--- src/rtl/dhdg_params.svh ---
`ifndef DHDG_PARAMS_SVH
`define DHDG_PARAMS_SVH
// ----------------------------------------------------------------
// Address map (byte addresses, upper nibble decodes)
// ----------------------------------------------------------------
`define DHDG_REGION_MSB 31
`define DHDG_REGION_LSB 28
`define DHDG_DRAM_HI_A 4'h2
`define DHDG_DRAM_HI_B 4'h3
`define DHDG_CFG_HI 4'h1
`define DHDG_PERIPH_HI 4'h0
// Slave decode: address bits 27:25 pick the peripheral
`define DHDG_SLV_MSB 27
`define DHDG_SLV_LSB 25
`define DHDG_SLV_EPROM 3'h0
`define DHDG_SLV_LATCH 3'h1
`define DHDG_SLV_SWITCH 3'h2
`define DHDG_SLV_UART 3'h3
`define DHDG_SLV_RTC 3'h4
// ----------------------------------------------------------------
// Transfer size encodings
// ----------------------------------------------------------------
`define DHDG_SIZ_LONG 2'h0
`define DHDG_SIZ_BYTE 2'h1
`define DHDG_SIZ_WORD 2'h2
`define DHDG_SIZ_LINE 2'h3
// Transfer-type code for interrupt acknowledge
`define DHDG_TT_INTERRUPT_ACK_SELECT 2'h3
// Acks in a line burst
`define DHDG_BURST_ACKS 3'h4
// Slow strobe delay in clocks after the primary control
`define DHDG_SLOW_DELAY 2'h1
`endif

--- src/rtl/dhdg_pkg.sv ---
package dhdg_pkg;
  typedef enum logic [1:0] {
    DHDG_SEL_NONE = 2'b00,
    DHDG_SEL_DRAM = 2'b01,
    DHDG_SEL_PERIPH = 2'b10,
    DHDG_SEL_INTERRUPT_ACK_SELECT = 2'b11
  } dhdg_sel_t;
  typedef enum logic [1:0] {
    DHDG_ST_IDLE = 2'b00,
    DHDG_ST_START = 2'b01,
    DHDG_ST_HOLD = 2'b10
  } dhdg_state_t;
  // Module sizes selectable for address mapping
  typedef enum logic [1:0] {
    DHDG_MOD_1M = 2'b00,
    DHDG_MOD_2M = 2'b01,
    DHDG_MOD_4M = 2'b10,
    DHDG_MOD_8M = 2'b11
  } dhdg_modsize_t;
endpackage : dhdg_pkg

--- src/rtl/dhdg_lane_enable.sv ---
`timescale 1ns/1ps
`include "dhdg_params.svh"
module dhdg_lane_enable (
  // Clock and reset
  input wire logic sys_clk,
  input wire logic rstn,
  // Transfer attributes
  input wire logic [1:0] addr_low,
  input wire logic [1:0] transfer_size,
  input wire logic load,
  // Lane enables, registered, active high
  output logic [3:0] lane_en_reg
);
  import dhdg_pkg::*;
  typedef struct packed {
    logic [3:0] lanes;
  } dhdg_lane_state_t;
  dhdg_lane_state_t st_reg;
  dhdg_lane_state_t st_next;
  logic [3:0] decoded;
  always_comb begin
    st_next = st_reg;
    decoded = 4'h0;
    // Lane 3 is the most significant byte (big-endian bus)
    case (transfer_size)
      `DHDG_SIZ_BYTE: decoded = 4'h8 >> addr_low;
      `DHDG_SIZ_WORD: decoded = addr_low[1] ? 4'h3 : 4'hc;
      default: decoded = 4'hf;
    endcase
    if (load) begin
      st_next.lanes = decoded;
    end
  end
  always_ff @(posedge sys_clk or negedge rstn) begin
    if (!rstn) begin
      st_reg <= '0;
    end else begin
      st_reg <= st_next;
    end
  end
  assign lane_en_reg = st_reg.lanes;
endmodule : dhdg_lane_enable

--- src/rtl/dhdg_addr_map.sv ---
`timescale 1ns/1ps
module dhdg_addr_map (
  // Clock and reset
  input wire logic sys_clk,
  input wire logic rstn,
  // Inputs
  input wire logic [27:0] addr_in,
  input wire dhdg_pkg::dhdg_modsize_t mod_size,
  input wire logic cfg_cycle,
  input wire logic load,
  // Controller address inputs, registered
  output logic [11:0] row_col_reg,
  output logic bank_reg
);
  import dhdg_pkg::*;
  typedef struct packed {
    logic [11:0] rc;
    logic bank;
  } dhdg_map_state_t;
  dhdg_map_state_t st_reg;
  dhdg_map_state_t st_next;
  always_comb begin
    st_next = st_reg;
    if (load) begin
      if (cfg_cycle) begin
        // Mode bits ride straight on the low address lines
        st_next.rc = addr_in[13:2];
        st_next.bank = addr_in[14];
      end else begin
        // Bank bit sits just above the module's span
        st_next.rc = addr_in[13:2];
        case (mod_size)
          DHDG_MOD_1M: st_next.bank = addr_in[22];
          DHDG_MOD_2M: st_next.bank = addr_in[23];
          DHDG_MOD_4M: st_next.bank = addr_in[24];
          default: st_next.bank = addr_in[25];
        endcase
      end
    end
  end
  always_ff @(posedge sys_clk or negedge rstn) begin
    if (!rstn) begin
      st_reg <= '0;
    end else begin
      st_reg <= st_next;
    end
  end
  assign row_col_reg = st_reg.rc;
  assign bank_reg = st_reg.bank;
endmodule : dhdg_addr_map

--- src/rtl/dhdg_glue.sv ---
`timescale 1ns/1ps
`include "dhdg_params.svh"
module dhdg_glue #(
  parameter bit INVERT_CTRL_CLK = 1'b0
) (
  // Clock and reset
  input wire logic sys_clk,
  input wire logic rstn,
  // Processor bus, already on sys_clk
  input wire logic [31:0] cpu_addr,
  input wire logic [1:0] transfer_size,
  input wire logic [1:0] transfer_type,
  input wire logic cpu_rd_n_wr,
  input wire logic transfer_start_strobe_n,
  // Module size selection
  input wire dhdg_pkg::dhdg_modsize_t mod_size,
  // Wait-state machine and controller handshakes
  input wire logic wait_first_state,
  input wire logic ctrl_ack_n,
  // Master decode outputs
  output logic dram_select_reg,
  output logic interrupt_ack_select_reg,
  output logic periph_select_reg,
  output logic cache_inhibit_reg,
  // Slave decode outputs
  output logic [4:0] dev_select_reg,
  output logic config_load_strobe_n_reg,
  output logic slow_rd_reg,
  output logic slow_wr_reg,
  // Controller side
  output logic access_start_strobe_n_reg,
  output logic burst_req_reg,
  output logic [3:0] lane_column_strobe_reg,
  output logic [11:0] ctrl_row_col_reg,
  output logic ctrl_bank_reg,
  output logic transfer_ack_out_n_reg,
  output logic mode_loaded_reg,
  output logic ctrl_clk_invert_reg
);
  import dhdg_pkg::*;

  // ----------------------------------------------------------------
  // State
  // ----------------------------------------------------------------
  typedef struct packed {
    dhdg_state_t state;
    dhdg_sel_t sel;
    logic burst;
    logic [2:0] ack_cnt;
    logic cinh;
    logic [4:0] dev;
    logic cfg_n;
    logic ads_n;
    logic ta_n;
    logic loaded;
    logic [1:0] slow_cnt;
    logic srd;
    logic swr;
    logic is_write;
    // Registered output copies
    logic dsel;
    logic isel;
    logic psel;
    logic breq;
    logic cinv;
  } dhdg_glue_state_t;

  dhdg_glue_state_t st_reg;
  dhdg_glue_state_t st_next;

  logic [3:0] region;
  logic [2:0] slv_field;
  logic ts_seen;
  logic hit_dram;
  logic hit_cfg;
  logic hit_interrupt_ack_select;
  logic lane_load;
  logic map_load;

  assign region = cpu_addr[`DHDG_REGION_MSB:`DHDG_REGION_LSB];
  assign slv_field = cpu_addr[`DHDG_SLV_MSB:`DHDG_SLV_LSB];
  // Start is sampled on the clock edge only; glitches between edges never open a decode
  assign ts_seen = !transfer_start_strobe_n && st_reg.state == DHDG_ST_IDLE;
  assign hit_interrupt_ack_select = transfer_type == `DHDG_TT_INTERRUPT_ACK_SELECT;
  assign hit_dram = !hit_interrupt_ack_select && (region == `DHDG_DRAM_HI_A || region == `DHDG_DRAM_HI_B);
  assign hit_cfg = !hit_interrupt_ack_select && region == `DHDG_CFG_HI && !cpu_rd_n_wr;
  assign lane_load = ts_seen;
  assign map_load = ts_seen && (hit_dram || hit_cfg);

  // ----------------------------------------------------------------
  // Decode and cycle tracking
  // ----------------------------------------------------------------
  always_comb begin
    st_next = st_reg;
    st_next.cfg_n = 1'b1;
    st_next.ta_n = 1'b1;
    st_next.srd = 1'b0;
    st_next.swr = 1'b0;
    case (st_reg.state)
      DHDG_ST_IDLE: begin
        st_next.ads_n = 1'b1;
        if (ts_seen) begin
          st_next.state = DHDG_ST_START;
          st_next.is_write = !cpu_rd_n_wr;
          st_next.ack_cnt = 3'h0;
          st_next.burst = 1'b0;
          st_next.dev = 5'h00;
          st_next.slow_cnt = 2'h0;
          st_next.cinh = 1'b1;
          if (hit_interrupt_ack_select) begin
            st_next.sel = DHDG_SEL_INTERRUPT_ACK_SELECT;
          end else if (hit_dram && st_reg.loaded) begin
            // Memory stays unusable until the mode is loaded; such cycles go nowhere
            st_next.sel = DHDG_SEL_DRAM;
            st_next.cinh = 1'b0;
            st_next.burst = transfer_size == `DHDG_SIZ_LINE;
          end else if (hit_cfg) begin
            st_next.sel = DHDG_SEL_PERIPH;
          end else if (!hit_dram && region == `DHDG_PERIPH_HI) begin
            st_next.sel = DHDG_SEL_PERIPH;
          end else begin
            st_next.sel = DHDG_SEL_NONE;
          end
        end
      end
      DHDG_ST_START: begin
        st_next.state = DHDG_ST_HOLD;
        if (st_reg.sel == DHDG_SEL_DRAM) begin
          st_next.ads_n = 1'b0;
        end else if (st_reg.sel == DHDG_SEL_PERIPH && region == `DHDG_CFG_HI) begin
          st_next.cfg_n = 1'b0;
          st_next.loaded = 1'b1;
          st_next.ta_n = 1'b0;
          st_next.sel = DHDG_SEL_NONE;
          st_next.state = DHDG_ST_IDLE;
        end
      end
      DHDG_ST_HOLD: begin
        if (st_reg.sel == DHDG_SEL_DRAM) begin
          st_next.ads_n = 1'b1;
          if (!ctrl_ack_n) begin
            st_next.ta_n = 1'b0;
            st_next.ack_cnt = st_reg.ack_cnt + 3'h1;
            // Drop the burst request once three beats are in, ahead of the last ack
            if (st_reg.ack_cnt + 3'h2 >= `DHDG_BURST_ACKS) begin
              st_next.burst = 1'b0;
            end
            if (!st_reg.burst || st_reg.ack_cnt + 3'h1 >= `DHDG_BURST_ACKS) begin
              st_next.sel = DHDG_SEL_NONE;
              st_next.state = DHDG_ST_IDLE;
            end
          end
        end else if (st_reg.sel == DHDG_SEL_PERIPH) begin
          // Slow devices open only from the wait machine's first state onward
          if (wait_first_state) begin
            case (slv_field)
              `DHDG_SLV_EPROM: st_next.dev = 5'h01;
              `DHDG_SLV_LATCH: st_next.dev = 5'h02;
              `DHDG_SLV_SWITCH: st_next.dev = 5'h04;
              `DHDG_SLV_UART: st_next.dev = 5'h08;
              `DHDG_SLV_RTC: st_next.dev = 5'h10;
              default: st_next.dev = 5'h00;
            endcase
          end
          if (st_reg.dev != 5'h00) begin
            if (st_reg.slow_cnt >= `DHDG_SLOW_DELAY) begin
              st_next.srd = !st_reg.is_write;
              st_next.swr = st_reg.is_write;
            end else begin
              st_next.slow_cnt = st_reg.slow_cnt + 2'h1;
            end
          end
          // Peripheral cycle ends when the wait machine's external ack lands
          if (!ctrl_ack_n) begin
            st_next.sel = DHDG_SEL_NONE;
            st_next.dev = 5'h00;
            st_next.state = DHDG_ST_IDLE;
          end
        end else begin
          if (!ctrl_ack_n) begin
            st_next.sel = DHDG_SEL_NONE;
            st_next.state = DHDG_ST_IDLE;
          end
        end
      end
      default: begin
        st_next.state = DHDG_ST_IDLE;
        st_next.sel = DHDG_SEL_NONE;
      end
    endcase
    // Decode flags are registered copies, so every select leaves straight from a flop
    // and no compare glitch reaches the memory or peripheral side
    // They follow the next selection, so they show up on the same edge as the select
    st_next.dsel = st_next.sel == DHDG_SEL_DRAM;
    st_next.isel = st_next.sel == DHDG_SEL_INTERRUPT_ACK_SELECT;
    st_next.psel = st_next.sel == DHDG_SEL_PERIPH;
    st_next.breq = st_next.burst && st_next.sel == DHDG_SEL_DRAM;
    st_next.cinv = INVERT_CTRL_CLK;
  end

  always_ff @(posedge sys_clk or negedge rstn) begin
    if (!rstn) begin
      st_reg.state <= DHDG_ST_IDLE;
      st_reg.sel <= DHDG_SEL_NONE;
      st_reg.burst <= 1'b0;
      st_reg.ack_cnt <= 3'h0;
      st_reg.cinh <= 1'b1;
      st_reg.dev <= 5'h00;
      st_reg.cfg_n <= 1'b1;
      st_reg.ads_n <= 1'b1;
      st_reg.ta_n <= 1'b1;
      st_reg.loaded <= 1'b0;
      st_reg.slow_cnt <= 2'h0;
      st_reg.srd <= 1'b0;
      st_reg.swr <= 1'b0;
      st_reg.is_write <= 1'b0;
      st_reg.dsel <= 1'b0;
      st_reg.isel <= 1'b0;
      st_reg.psel <= 1'b0;
      st_reg.breq <= 1'b0;
      // The build option survives reset so the clock wiring outside never sees a glitch
      st_reg.cinv <= INVERT_CTRL_CLK;
    end else begin
      st_reg <= st_next;
    end
  end

  // ----------------------------------------------------------------
  // Elaboration checks
  // ----------------------------------------------------------------
  // The burst drop looks two beats ahead, so fewer than two acks per line cannot be served
  if (`DHDG_BURST_ACKS < 3'h2) begin : g_bad_burst_acks
    $error("burst ack count below two");
  end
  // A zero delay would let the slow strobes rise only one clock after the device select
  if (`DHDG_SLOW_DELAY == 2'h0) begin : g_bad_slow_delay
    $error("slow strobe delay must be at least one clock");
  end

  // ----------------------------------------------------------------
  // Lane enables and controller address mapping
  // ----------------------------------------------------------------
  logic [3:0] lane_en;

  dhdg_lane_enable u_lane (
    .sys_clk(sys_clk),
    .rstn(rstn),
    .addr_low(cpu_addr[1:0]),
    .transfer_size(transfer_size),
    .load(lane_load),
    .lane_en_reg(lane_en)
  );

  dhdg_addr_map u_map (
    .sys_clk(sys_clk),
    .rstn(rstn),
    .addr_in(cpu_addr[27:0]),
    .mod_size(mod_size),
    .cfg_cycle(hit_cfg),
    .load(map_load),
    .row_col_reg(ctrl_row_col_reg),
    .bank_reg(ctrl_bank_reg)
  );

  // ----------------------------------------------------------------
  // Outputs
  // ----------------------------------------------------------------
  assign dram_select_reg = st_reg.dsel;
  assign interrupt_ack_select_reg = st_reg.isel;
  assign periph_select_reg = st_reg.psel;
  assign cache_inhibit_reg = st_reg.cinh;
  // Only lane 3 matters on peripheral cycles; others are don't-care to readers
  assign dev_select_reg = st_reg.dev;
  assign config_load_strobe_n_reg = st_reg.cfg_n;
  assign slow_rd_reg = st_reg.srd;
  assign slow_wr_reg = st_reg.swr;
  assign access_start_strobe_n_reg = st_reg.ads_n;
  assign burst_req_reg = st_reg.breq;
  // Lane and address outputs leave the submodules' own registers
  assign lane_column_strobe_reg = lane_en;
  assign transfer_ack_out_n_reg = st_reg.ta_n;
  assign mode_loaded_reg = st_reg.loaded;
  // Build option flag; wait logic and clock wiring outside follow it
  assign ctrl_clk_invert_reg = st_reg.cinv;
endmodule : dhdg_glue

--- config.mk ---
export PLATFORM = sky130hd
export DESIGN_NAME = dhdg_glue
export DESIGN_NICKNAME = d
export VERILOG_FILES = /design/src/rtl/dhdg_pkg.sv /design/src/rtl/dhdg_lane_enable.sv /design/src/rtl/dhdg_addr_map.sv /design/src/rtl/dhdg_glue.sv
export VERILOG_INCLUDE_DIRS = /design/src /design/src/rtl
export SDC_FILE = /design/constraint.sdc
export NUM_CORES = 1
export LEC_CHECK = 0
export ABC_AREA = 1
export BUFFER_PORTS_ARGS = -buffer_cell sky130_fd_sc_hd__buf_2
export CORE_ASPECT_RATIO = 1.2
export CORE_UTILIZATION = 25
export DETAILED_ROUTE_END_ITERATION = 12
export PLACE_DENSITY = 0.53
export SLEW_MARGIN = 0
export SYNTH_ARGS = -nofsm -noshare
export SYNTH_HDL_FRONTEND = slang
export SYNTH_SLANG_ARGS = --single-unit
--- constraint.sdc ---
create_clock -name sys_clk -period 2.3 [get_ports sys_clk]
set_clock_uncertainty 0.1 [all_clocks]
set_input_delay 0.46 -clock sys_clk [delete_from_list [all_inputs] [get_ports sys_clk]]
set_output_delay 0.46 -clock sys_clk [all_outputs]
set_load 0.02 [all_outputs]
# Word level (Yosys, flattened, before mapping)
# Cells that the tools add are included.
[word_totals]
ff_bits = 44
in_bits = 44
out_inout_bits = 34
elab_cells = 138
[op_classes]
add_sub_neg = 3
magnitude_cmp = 3
n_eq_ne = 30
shifts = 1
muxes = 47
bitwise = 1
reduce_logical = 32
[op_table]
columns = ["op", "count"]
rows = [
  ["4-bit 2-to-1 mux", 10],
  ["5-bit one-hot mux with 5 select lines", 1],
  ["2-bit 2-to-1 mux", 11],
  ["5-bit 2-to-1 mux", 4],
  ["2-bit == test (second input constant)", 8],
  ["2-bit inequality test (second input constant)", 8],
  ["4-bit one-hot mux with 2 select lines", 2],
  ["14-bit 2-to-1 mux", 1],
  ["4-bit one-hot mux with 3 select lines", 1],
  ["1-bit 2-to-1 mux", 11],
  ["2-bit by 1-bit == test with 1-bit output (second input constant)", 5],
  ["5-bit one-hot mux with 2 select lines", 1],
  ["1-bit logical AND", 9],
  ["3-bit AND reduction", 3],
  ["4-bit by 2-bit == test with 1-bit output (second input constant)", 2],
  ["8-bit 2-to-1 mux", 1],
  ["3-bit by 2-bit == test with 1-bit output (second input constant)", 2],
  ["3-bit greater-or-equal comparator (second input constant)", 2],
  ["1-bit zero test", 6],
  ["3-bit inequality test (second input constant)", 2],
  ["1-bit one-hot mux with 3 select lines", 2],
  ["6-bit AND reduction", 1],
  ["5-bit AND reduction", 1],
  ["5-bit nonzero test", 1],
  ["19 further kinds", 22],
]

# Logic depth before layout (Yosys ltp)
# Gate-level depths: netlist of run 1.
[depth]
ltp_word = 13
mapped_depth = 11
ltp_nobuf = 11

# Cells and area by module
# A second synthesis of run 1 with hierarchy kept.
[unflattened]
hier_cells = 277
area_unflattened_um2 = 2299.7
[by_module_without_submodules]
columns = ["mod", "instances", "cells_per_inst", "area_per_inst_um2", "seq_area_each_um2"]
rows = [
  ["dhdg_glue", 1, 172, 1495.2, 680.7],
  ["dhdg_addr_map", 1, 68, 545.5, 325.3],
  ["dhdg_lane_enable", 1, 37, 259.0, 100.1],
]

# Least setup slack after synthesis of run 1
# OpenSTA, ideal clock, no wires.
[synth_timing]
kind = "register to register"
startpoint = "register st_reg[26] (netlist bit)"
endpoint = "register st_reg, in the netlist dev_select_reg[2]"
setup_ns = 0.119
arrival_time_ns = 1.456
required_ns = 2.081
setup_slack_ns = 0.626
stages_incl_launch_ff = 10
path_buffers = 1
period_less_slack_ns = 1.674
cell_sequence = "dfrtp_1 -> inv_1 -> ha_1 -> buf_4 -> nor2_1 -> a21oi_1 -> o21ai_1 -> nor2_4 -> o31ai_1 -> o21a_1"
[synth_between]
elab_chain_len = 4
elab_cells_between_ends = 10
cone_classes = "eq/ne (5); mux (1); reduce/logical (4)"
[synth_rtl]
columns = ["item", "line", "source"]
rows = [
  ["from (decl)", "dhdg_glue.sv:68", "dhdg_glue_state_t st_reg;"],
  ["from (signal assigned)", "dhdg_glue.sv:224", "st_reg <= st_next;"],
  ["2-bit zero test", "dhdg_glue.sv:83, dhdg_glue.sv:99", ""],
  ["1-bit logical AND", "dhdg_glue.sv:83", "assign ts_seen = !transfer_start_strobe_n && st_reg.state == DHDG_ST_IDLE;"],
  ["2-bit inequality test (no line)", "n/a", ""],
  ["5-bit AND reduction (no line)", "n/a", ""],
]
# Parallel ways exist; a longest one is shown, timed or not.
# A chain may end at the register's enable or synchronous reset.

# Final worst setup path of run 1
[layout_timing]
startpoint = "register st_reg[26] (netlist bit)"
endpoint = "register st_reg, in the netlist dev_select_reg[3]"
# Same word-level chain as after synthesis.

==> metrics.md, run 1 <==
| Metric | Value |
|---|---|
| Outcome | completed |
| Gate Count Post-Synth | ~280 |
| Post-synth top area share | 0.438 |
| Syn Area/Cell | a little over 8 µm² |
| Final ANT Viol Nets | 0 |
| Placed Area | ~2700 µm² |
| Die area | 9530 µm² |
| Reg power frac | 0.385 |
| Core footprint | approximately 8700 µm² |
| Crit start category | flop |
| Post-Syn Area | about 2300 µm² |
| Vias in the first global route | roughly 1,800 |
| DRC viols | 0 |
| Number of gates resized after CTS | 0 |
| Sw Pwr | 1330 µW |
| Synthesis-stage register bit count | 44 |
| Number of distinct library cells after synthesis | 29 |
| Int Pwr | ~1800 µW |
| Max reg flops | 12 |
| Tot GR Track Use | 0.108 |
| Layout area overhead | 23.9% |
| Crit end category | flop |
| Leakage power | around 0.0015 µW |
| Routability Congestion | about 0.76 |
| Setup tns final | 0 ps |
| RSZ-0062 raised after global routing | no |
| Total wire length | about 5000 µm |
| Critical path class | reg2reg |
| Comb pwr share | 0.454 |
| Storage element area | between 1000 and 1500 µm² |
| Post-synth top area cell | dfrtp_1 |
| Initial antenna violation count | 1 |
| Die H | between 100 and 150 µm |
| Rows | 37 |
| IO Port Bufs | 69 |
| Top cells by area, synth | dfrtp_1 (44%), nand2_1 (12%), nor2_1 (5.3%) |
| Vias | 1,937 |
| Fin. max-slew vios | 0 |
| Dpl cells | around 460 |
| Syn_nets | around 330 |
| Area of the multi-input gates | between 900 and 1000 µm² |
| HP Class | in2async |
| Design area | between 2000 and 3000 µm² |
| Root Driver | clkbuf_8 |
| Critical Path RT | roughly 2400 ps |
| DRT Pass-1 Iters | 4 |
| Hold violation count in the final report | 0 |
| I/O pin count | 78 |
| CP max FO | 9 |
| Fmax | roughly 500 MHz |
| Wirelength per Cell | ~11 µm |
| Worst-skew pair later-pin latency | 290 ps |
| Final core utilization | 0.325 |
| Num Clock Sinks | 44 |
| Setup bufs post-CTS | 0 |
| Initial Utilization | 0.263 |
| Clock network fraction of design power | 0.160 |
| Critical Path AT | 2080 ps |
| CTS tree | built |
| Period Utilization, post-route | 0.866 |
| Die Wd | 89.3 µm |
| Setup violators final | 0 |
| Fin crit period | around 2000 ps |
| Seq/Total Area, Yosys | 0.484 |
| Gr ovfl total | 0 |
| Largest net degree at the start of global routing | 45 |
| NumNets Final | between 300 and 400 |
| Fillers | approximately 960 |
| Pwr dens | 1100 nW/µm² |
| Initial DRC count | 43 |
| H-Tree Depth | 2 |
| Synth Warn # | 0 |
| # hold bufs at CTS | 0 |
| Vias/cell | between 4 and 5 |
| First-pass GRT wire length | around 7900 µm |
| CTS Buffer Depth | 2 |
| Max-Cap Viols | 0 |
| DP Wirelength | 3870 µm |
| Peak supply drop | about 0.29 mV |
| Switching Fraction | 0.426 |
| Share of layout cells above drive strength 1 | 0.301 |
| CTS clock-pin slew for the worst setup and hold paths | about 80 ps |
| Num CTS Buffers | 5 |
| Fin cells | 464 |
## placed cells by master, fill, tap and decap left out, drive strengths merged, types with 2 or more instances in the layout
cell type / instances
a21oi: 8
a41oi: 4
buf: 72
clkbuf: 7
dfrtp: 40
dfstp: 4
ha: 9
inv: 39
nand2: 74
nand3: 15
nand4: 5
nor2: 38
nor3: 4
o21a: 2
o21ai: 17
o31ai: 2
## path summary, 6_finish.rpt
kind,slack (ps),depth (start not counted),endpoint,from
max,310,8,dev_select_reg[3],st_reg[26]
min in group sys_clk,260,3,u_map.row_col_reg[7],cpu_addr[9]
min reg2reg,330,1,slow_rd_reg,st_reg[5]
min,30,2,u_map.row_col_reg[4],rstn
max reg2reg,310,8,dev_select_reg[3],st_reg[26]
max in group asynchronous,1790,2,cache_inhibit_reg,rstn
## cell usage after synthesis (all sizes together)
library cell and instances:
conb 1, nor2 38, a21oi 8, o21ai 17, a211oi 1, xnor2 1, a21o 1, dfrtp 40
nand4 5, buf 10, a41oi 4, nor3 4, ha 9, xor2 1, dfstp 4, nand2 74
o31ai 2, o21a 2, nand3 15, inv 39
## power groups by stage
stage / Clock, µW / Combinational, µW / Sequential (µW)
after floorplan: 0 / 795 / 1440
after global placement: 0 / 1420 / 1210
after detailed placement: 0 / 1430 / 1220
after CTS: 525 / 1440 / 1200
after global routing: 557 / 1600 / 1230
final: 498 / 1410 / 1200
## metrics by stage
step	worst slack, ps	hold slack [ps]	power (µW)
after CTS	307	39.0	3170
final	308	34.4	3110
after detailed placement	326	318	2640
after floorplan	626	64.4	2240
after global placement	347	312	2630
after global routing	121	41.0	3390
## layout make-up
type,count,share of cell area
antenna,1,0.000884
sequential,44,0.391
clock inverter,1,0.00265
multi-input combinational,183,0.338
inverter,39,0.0517
tap,117,0.0517
clock buffer,7,0.0305
timing repair buffer,72,0.134
## worst max-delay path, stage by stage (launching register included)
cell,delay (ps)
dfrtp_1,410
inv_1,100
ha_1,360
nor2_1,130
a21oi_1,190
o21ai_1,170
nor2_4,210
o31ai_1,100
o21a_1,110
## cells by family after synthesis
family | share of synthesized area
AO/OA/AOI/OAI | 0.102
other | 0.00164
buffers and inverters | 0.0975
XOR/XNOR | 0.00767
AND/OR/NAND/NOR | 0.258
adder cells (fa/ha/maj) | 0.0493
flip-flops | 0.484
## routing by layer
metal	part of all wire	track usage	vias to the layer above
li1	-	-	1005
met3	0.067	0.0346	7
met5	0	0	-
met1	0.47	0.137	874
met4	0.0098	0.0272	0
met2	0.46	0.174	51
No activity file was read; power rests on OpenSTA's default activity.
==> inputs of run 2 (changes only) <==
--- a/config.mk
+++ b/config.mk
@@ -12,6 +12,7 @@
 export CORE_UTILIZATION = 25
 export DETAILED_ROUTE_END_ITERATION = 12
 export PLACE_DENSITY = 0.53
+export RECOVER_POWER = 50
 export SLEW_MARGIN = 0
 export SYNTH_ARGS = -nofsm -noshare
 export SYNTH_HDL_FRONTEND = slang
==> metrics.md, run 2 (synthesis gave the netlist of run 1 again) <==
| Metric | Value |
|---|---|
| Share of layout cells above drive strength 1 | 0.263 (-0.0376) |
| Reg-to-reg endpoint | dev_select_reg[3] |
| Critical Path RT | 2380 ps (about the same) |
| Design area | 2800 µm² (-1.1%) |
| Worst-skew pair later-pin latency | 290 ps (about the same) |
| CTS Buffer Depth | 2 (unchanged) |
| Pwr dens | 1100 nW/µm² (+0.50%) |
| Final total power | 3090 µW (-0.61%) |
| Max reg flops | 12 (unchanged) |
| First-pass GRT wire length | 7940 µm (unchanged) |
| NumNets Final | 398 (unchanged) |
| Dpl cells | 455 (unchanged) |
| Max-slew headroom | 0.271 |
| Rows | 37 (unchanged) |
| Critical Path AT | 2080 ps (about the same) |
| Vias/cell | 4.17 (unchanged) |
| Vias | 1,937 (unchanged) |
| Num Clock Sinks | 44 (unchanged) |
| Initial antenna violation count | 1 (unchanged) |
| Critical path class | reg2reg |
| Setup tns final | 0 ps (unchanged) |
| Outcome | completed |
| Final ANT Viol Nets | 0 (unchanged) |
| Gr ovfl total | 0 (unchanged) |
| Hold violation count in the final report | 0 (unchanged) |
| Largest net degree at the start of global routing | 45 (unchanged) |
| Crit-path slowest cell | dfrtp_1 |
| Num CTS Buffers | 5 (unchanged) |
| Commonest non-fill, non-tap cell in the layout | nand2_1 |
| Crit end category | flop |
| Number of gates resized after CTS | 0 (unchanged) |
| Fin. max-slew vios | 0 (unchanged) |
| Die Wd | 89.3 µm (unchanged) |
| Placed Area | 2740 µm² (unchanged) |
| Die area | 9530 µm² (unchanged) |
| IO Port Bufs | 69 (unchanged) |
| RSZ-0062 raised after global routing | no |
| Routability Congestion | 0.760 (unchanged) |
| CTS tree | built |
| Fin cells | 464 (unchanged) |
| DP Wirelength | 3870 µm (unchanged) |
| CP max FO | 9 (unchanged) |
| DRT Pass-1 Iters | 4 (unchanged) |
| Final setup margin | 308 ps (-0.0130 ps) |
| FF-to-FF Start | st_reg[26] |
| HP Class | in2reg |
| Setup crit end | dev_select_reg[3] |
| Die H | 107 µm (unchanged) |
| Initial DRC count | 45 (+4.7%) |
| CP Launch Point | st_reg[26] |
| WHS Path Cells | 3 |
| I/O pin count | 78 (unchanged) |
| Crit path max-delay family | compound AO/OA/AOI/OAI gates |
| Setup bufs post-CTS | 0 (unchanged) |
| Total wire length | 5010 µm (+0.16%) |
| DRC viols | 0 (unchanged) |
| Cells along the critical path | inv_1 -> ha_1 -> nor2_1 -> a21oi_1 -> o21ai_1 -> nor2_4 -> o31ai_1 -> o21a_1 |
| Setup violators final | 0 (unchanged) |
| Leakage power | 0.00141 µW (-3.7%) |
| R2r worst-path depth | 8 (unchanged) |
| Wirelength per Cell | 10.8 µm (+0.16%) |
| Fmax | 502 MHz (about the same) |
| Reg2reg setup slack | 310 ps (about the same) |
| Period Utilization, post-route | 0.866 (about the same) |
| Layout area overhead | 22.6% |
| Pre-CTS WS | 326 ps (unchanged) |
| # hold bufs at CTS | 0 (unchanged) |
| Initial Utilization | 0.263 (unchanged) |
| Root Driver | clkbuf_8 |
| Core footprint | 8700 µm² (unchanged) |
| Tot GR Track Use | 0.108 (unchanged) |
| Max-Cap Viols | 0 (unchanged) |
| CTS clock-pin slew for the worst setup and hold paths | 80 ps (about the same) |
| Crit start category | flop |
| Crit path largest cell delay | 410 ps (about the same) |
| Fin crit period | 1990 ps (+0.0130 ps) |
| Least-Margin Pin Slew | between 1000 and 1500 ps |
| H-Tree Depth | 2 (unchanged) |
| Commonest cells after routing, fill and taps aside | nand2_1 (73), buf_2 (56), dfrtp_1 (40), nor2_1 (32), inv_1 (29) |
| Vias in the first global route | 1,759 (unchanged) |
| Levels on crit path | 8 (unchanged) |
| Buf/Inv on CP | 1 (unchanged) |
| Peak supply drop | 0.288 mV (about the same) |
-- run 2: stage by stage --
stage | hold slack [ps] | utilization
3_5_place_dp | 318 | 0.314
3_3_place_gp | 312 | 0.314
4_1_cts | 39.0 | 0.325
6_report | 260 | 0.322
5_1_grt | 244 | 0.321
2_1_floorplan | 64.4 | -
-- run 2: layout make-up --
cell class / count / area (µm²)
clock inverter: 1 / 7.51
clock buffer: 7 / 86.3
timing repair buffer: 72 / 349
fill: 965 / 5900
inverter: 39 / 146
sequential: 44 / 1110
antenna: 1 / 2.50
tap: 117 / 146
multi-input combinational: 183 / 956
-- run 2: worst min-delay path by stage --
| stage | start | to | slack, ps |
|---|---|---|---|
| floorplan | rstn | burst_req_reg | 60 |
| CTS | rstn | u_map.row_col_reg[4] | 40 |
| detailed placement | st_reg[5] | slow_rd_reg | 320 |
| global route | cpu_addr[12] | u_map.row_col_reg[10] | 240 |
| finish | cpu_addr[9] | u_map.row_col_reg[7] | 260 |
| global placement | st_reg[5] | slow_rd_reg | 310 |
-- run 2: power breakdown --
group	internal (µW)	leakage, µW	switching (µW)	total, µW
clock	244	0.0000445	254	498
sequential	1050	0.000552	149	1200
combinational	467	0.000813	925	1390
-- run 2: worst register-to-register path: cells and delay by family, from the launching register on --
family	cells	cell delay, ps
compound gates	4	570
fa+ha+maj	1	360
buf+inv	1	100
flops	1	410
simple gates	2	340
-- run 2: routing by layer --
layer / part of all wire / track usage / vias to the layer above / wire length (µm)
li1: - / - / 1005 / -
met1: 0.47 / 0.137 / 872 / 2350
met2: 0.46 / 0.174 / 53 / 2290
met3: 0.065 / 0.0346 / 7 / 324
met4: 0.0098 / 0.0272 / 0 / 49
met5: 0 / 0 / - / 0
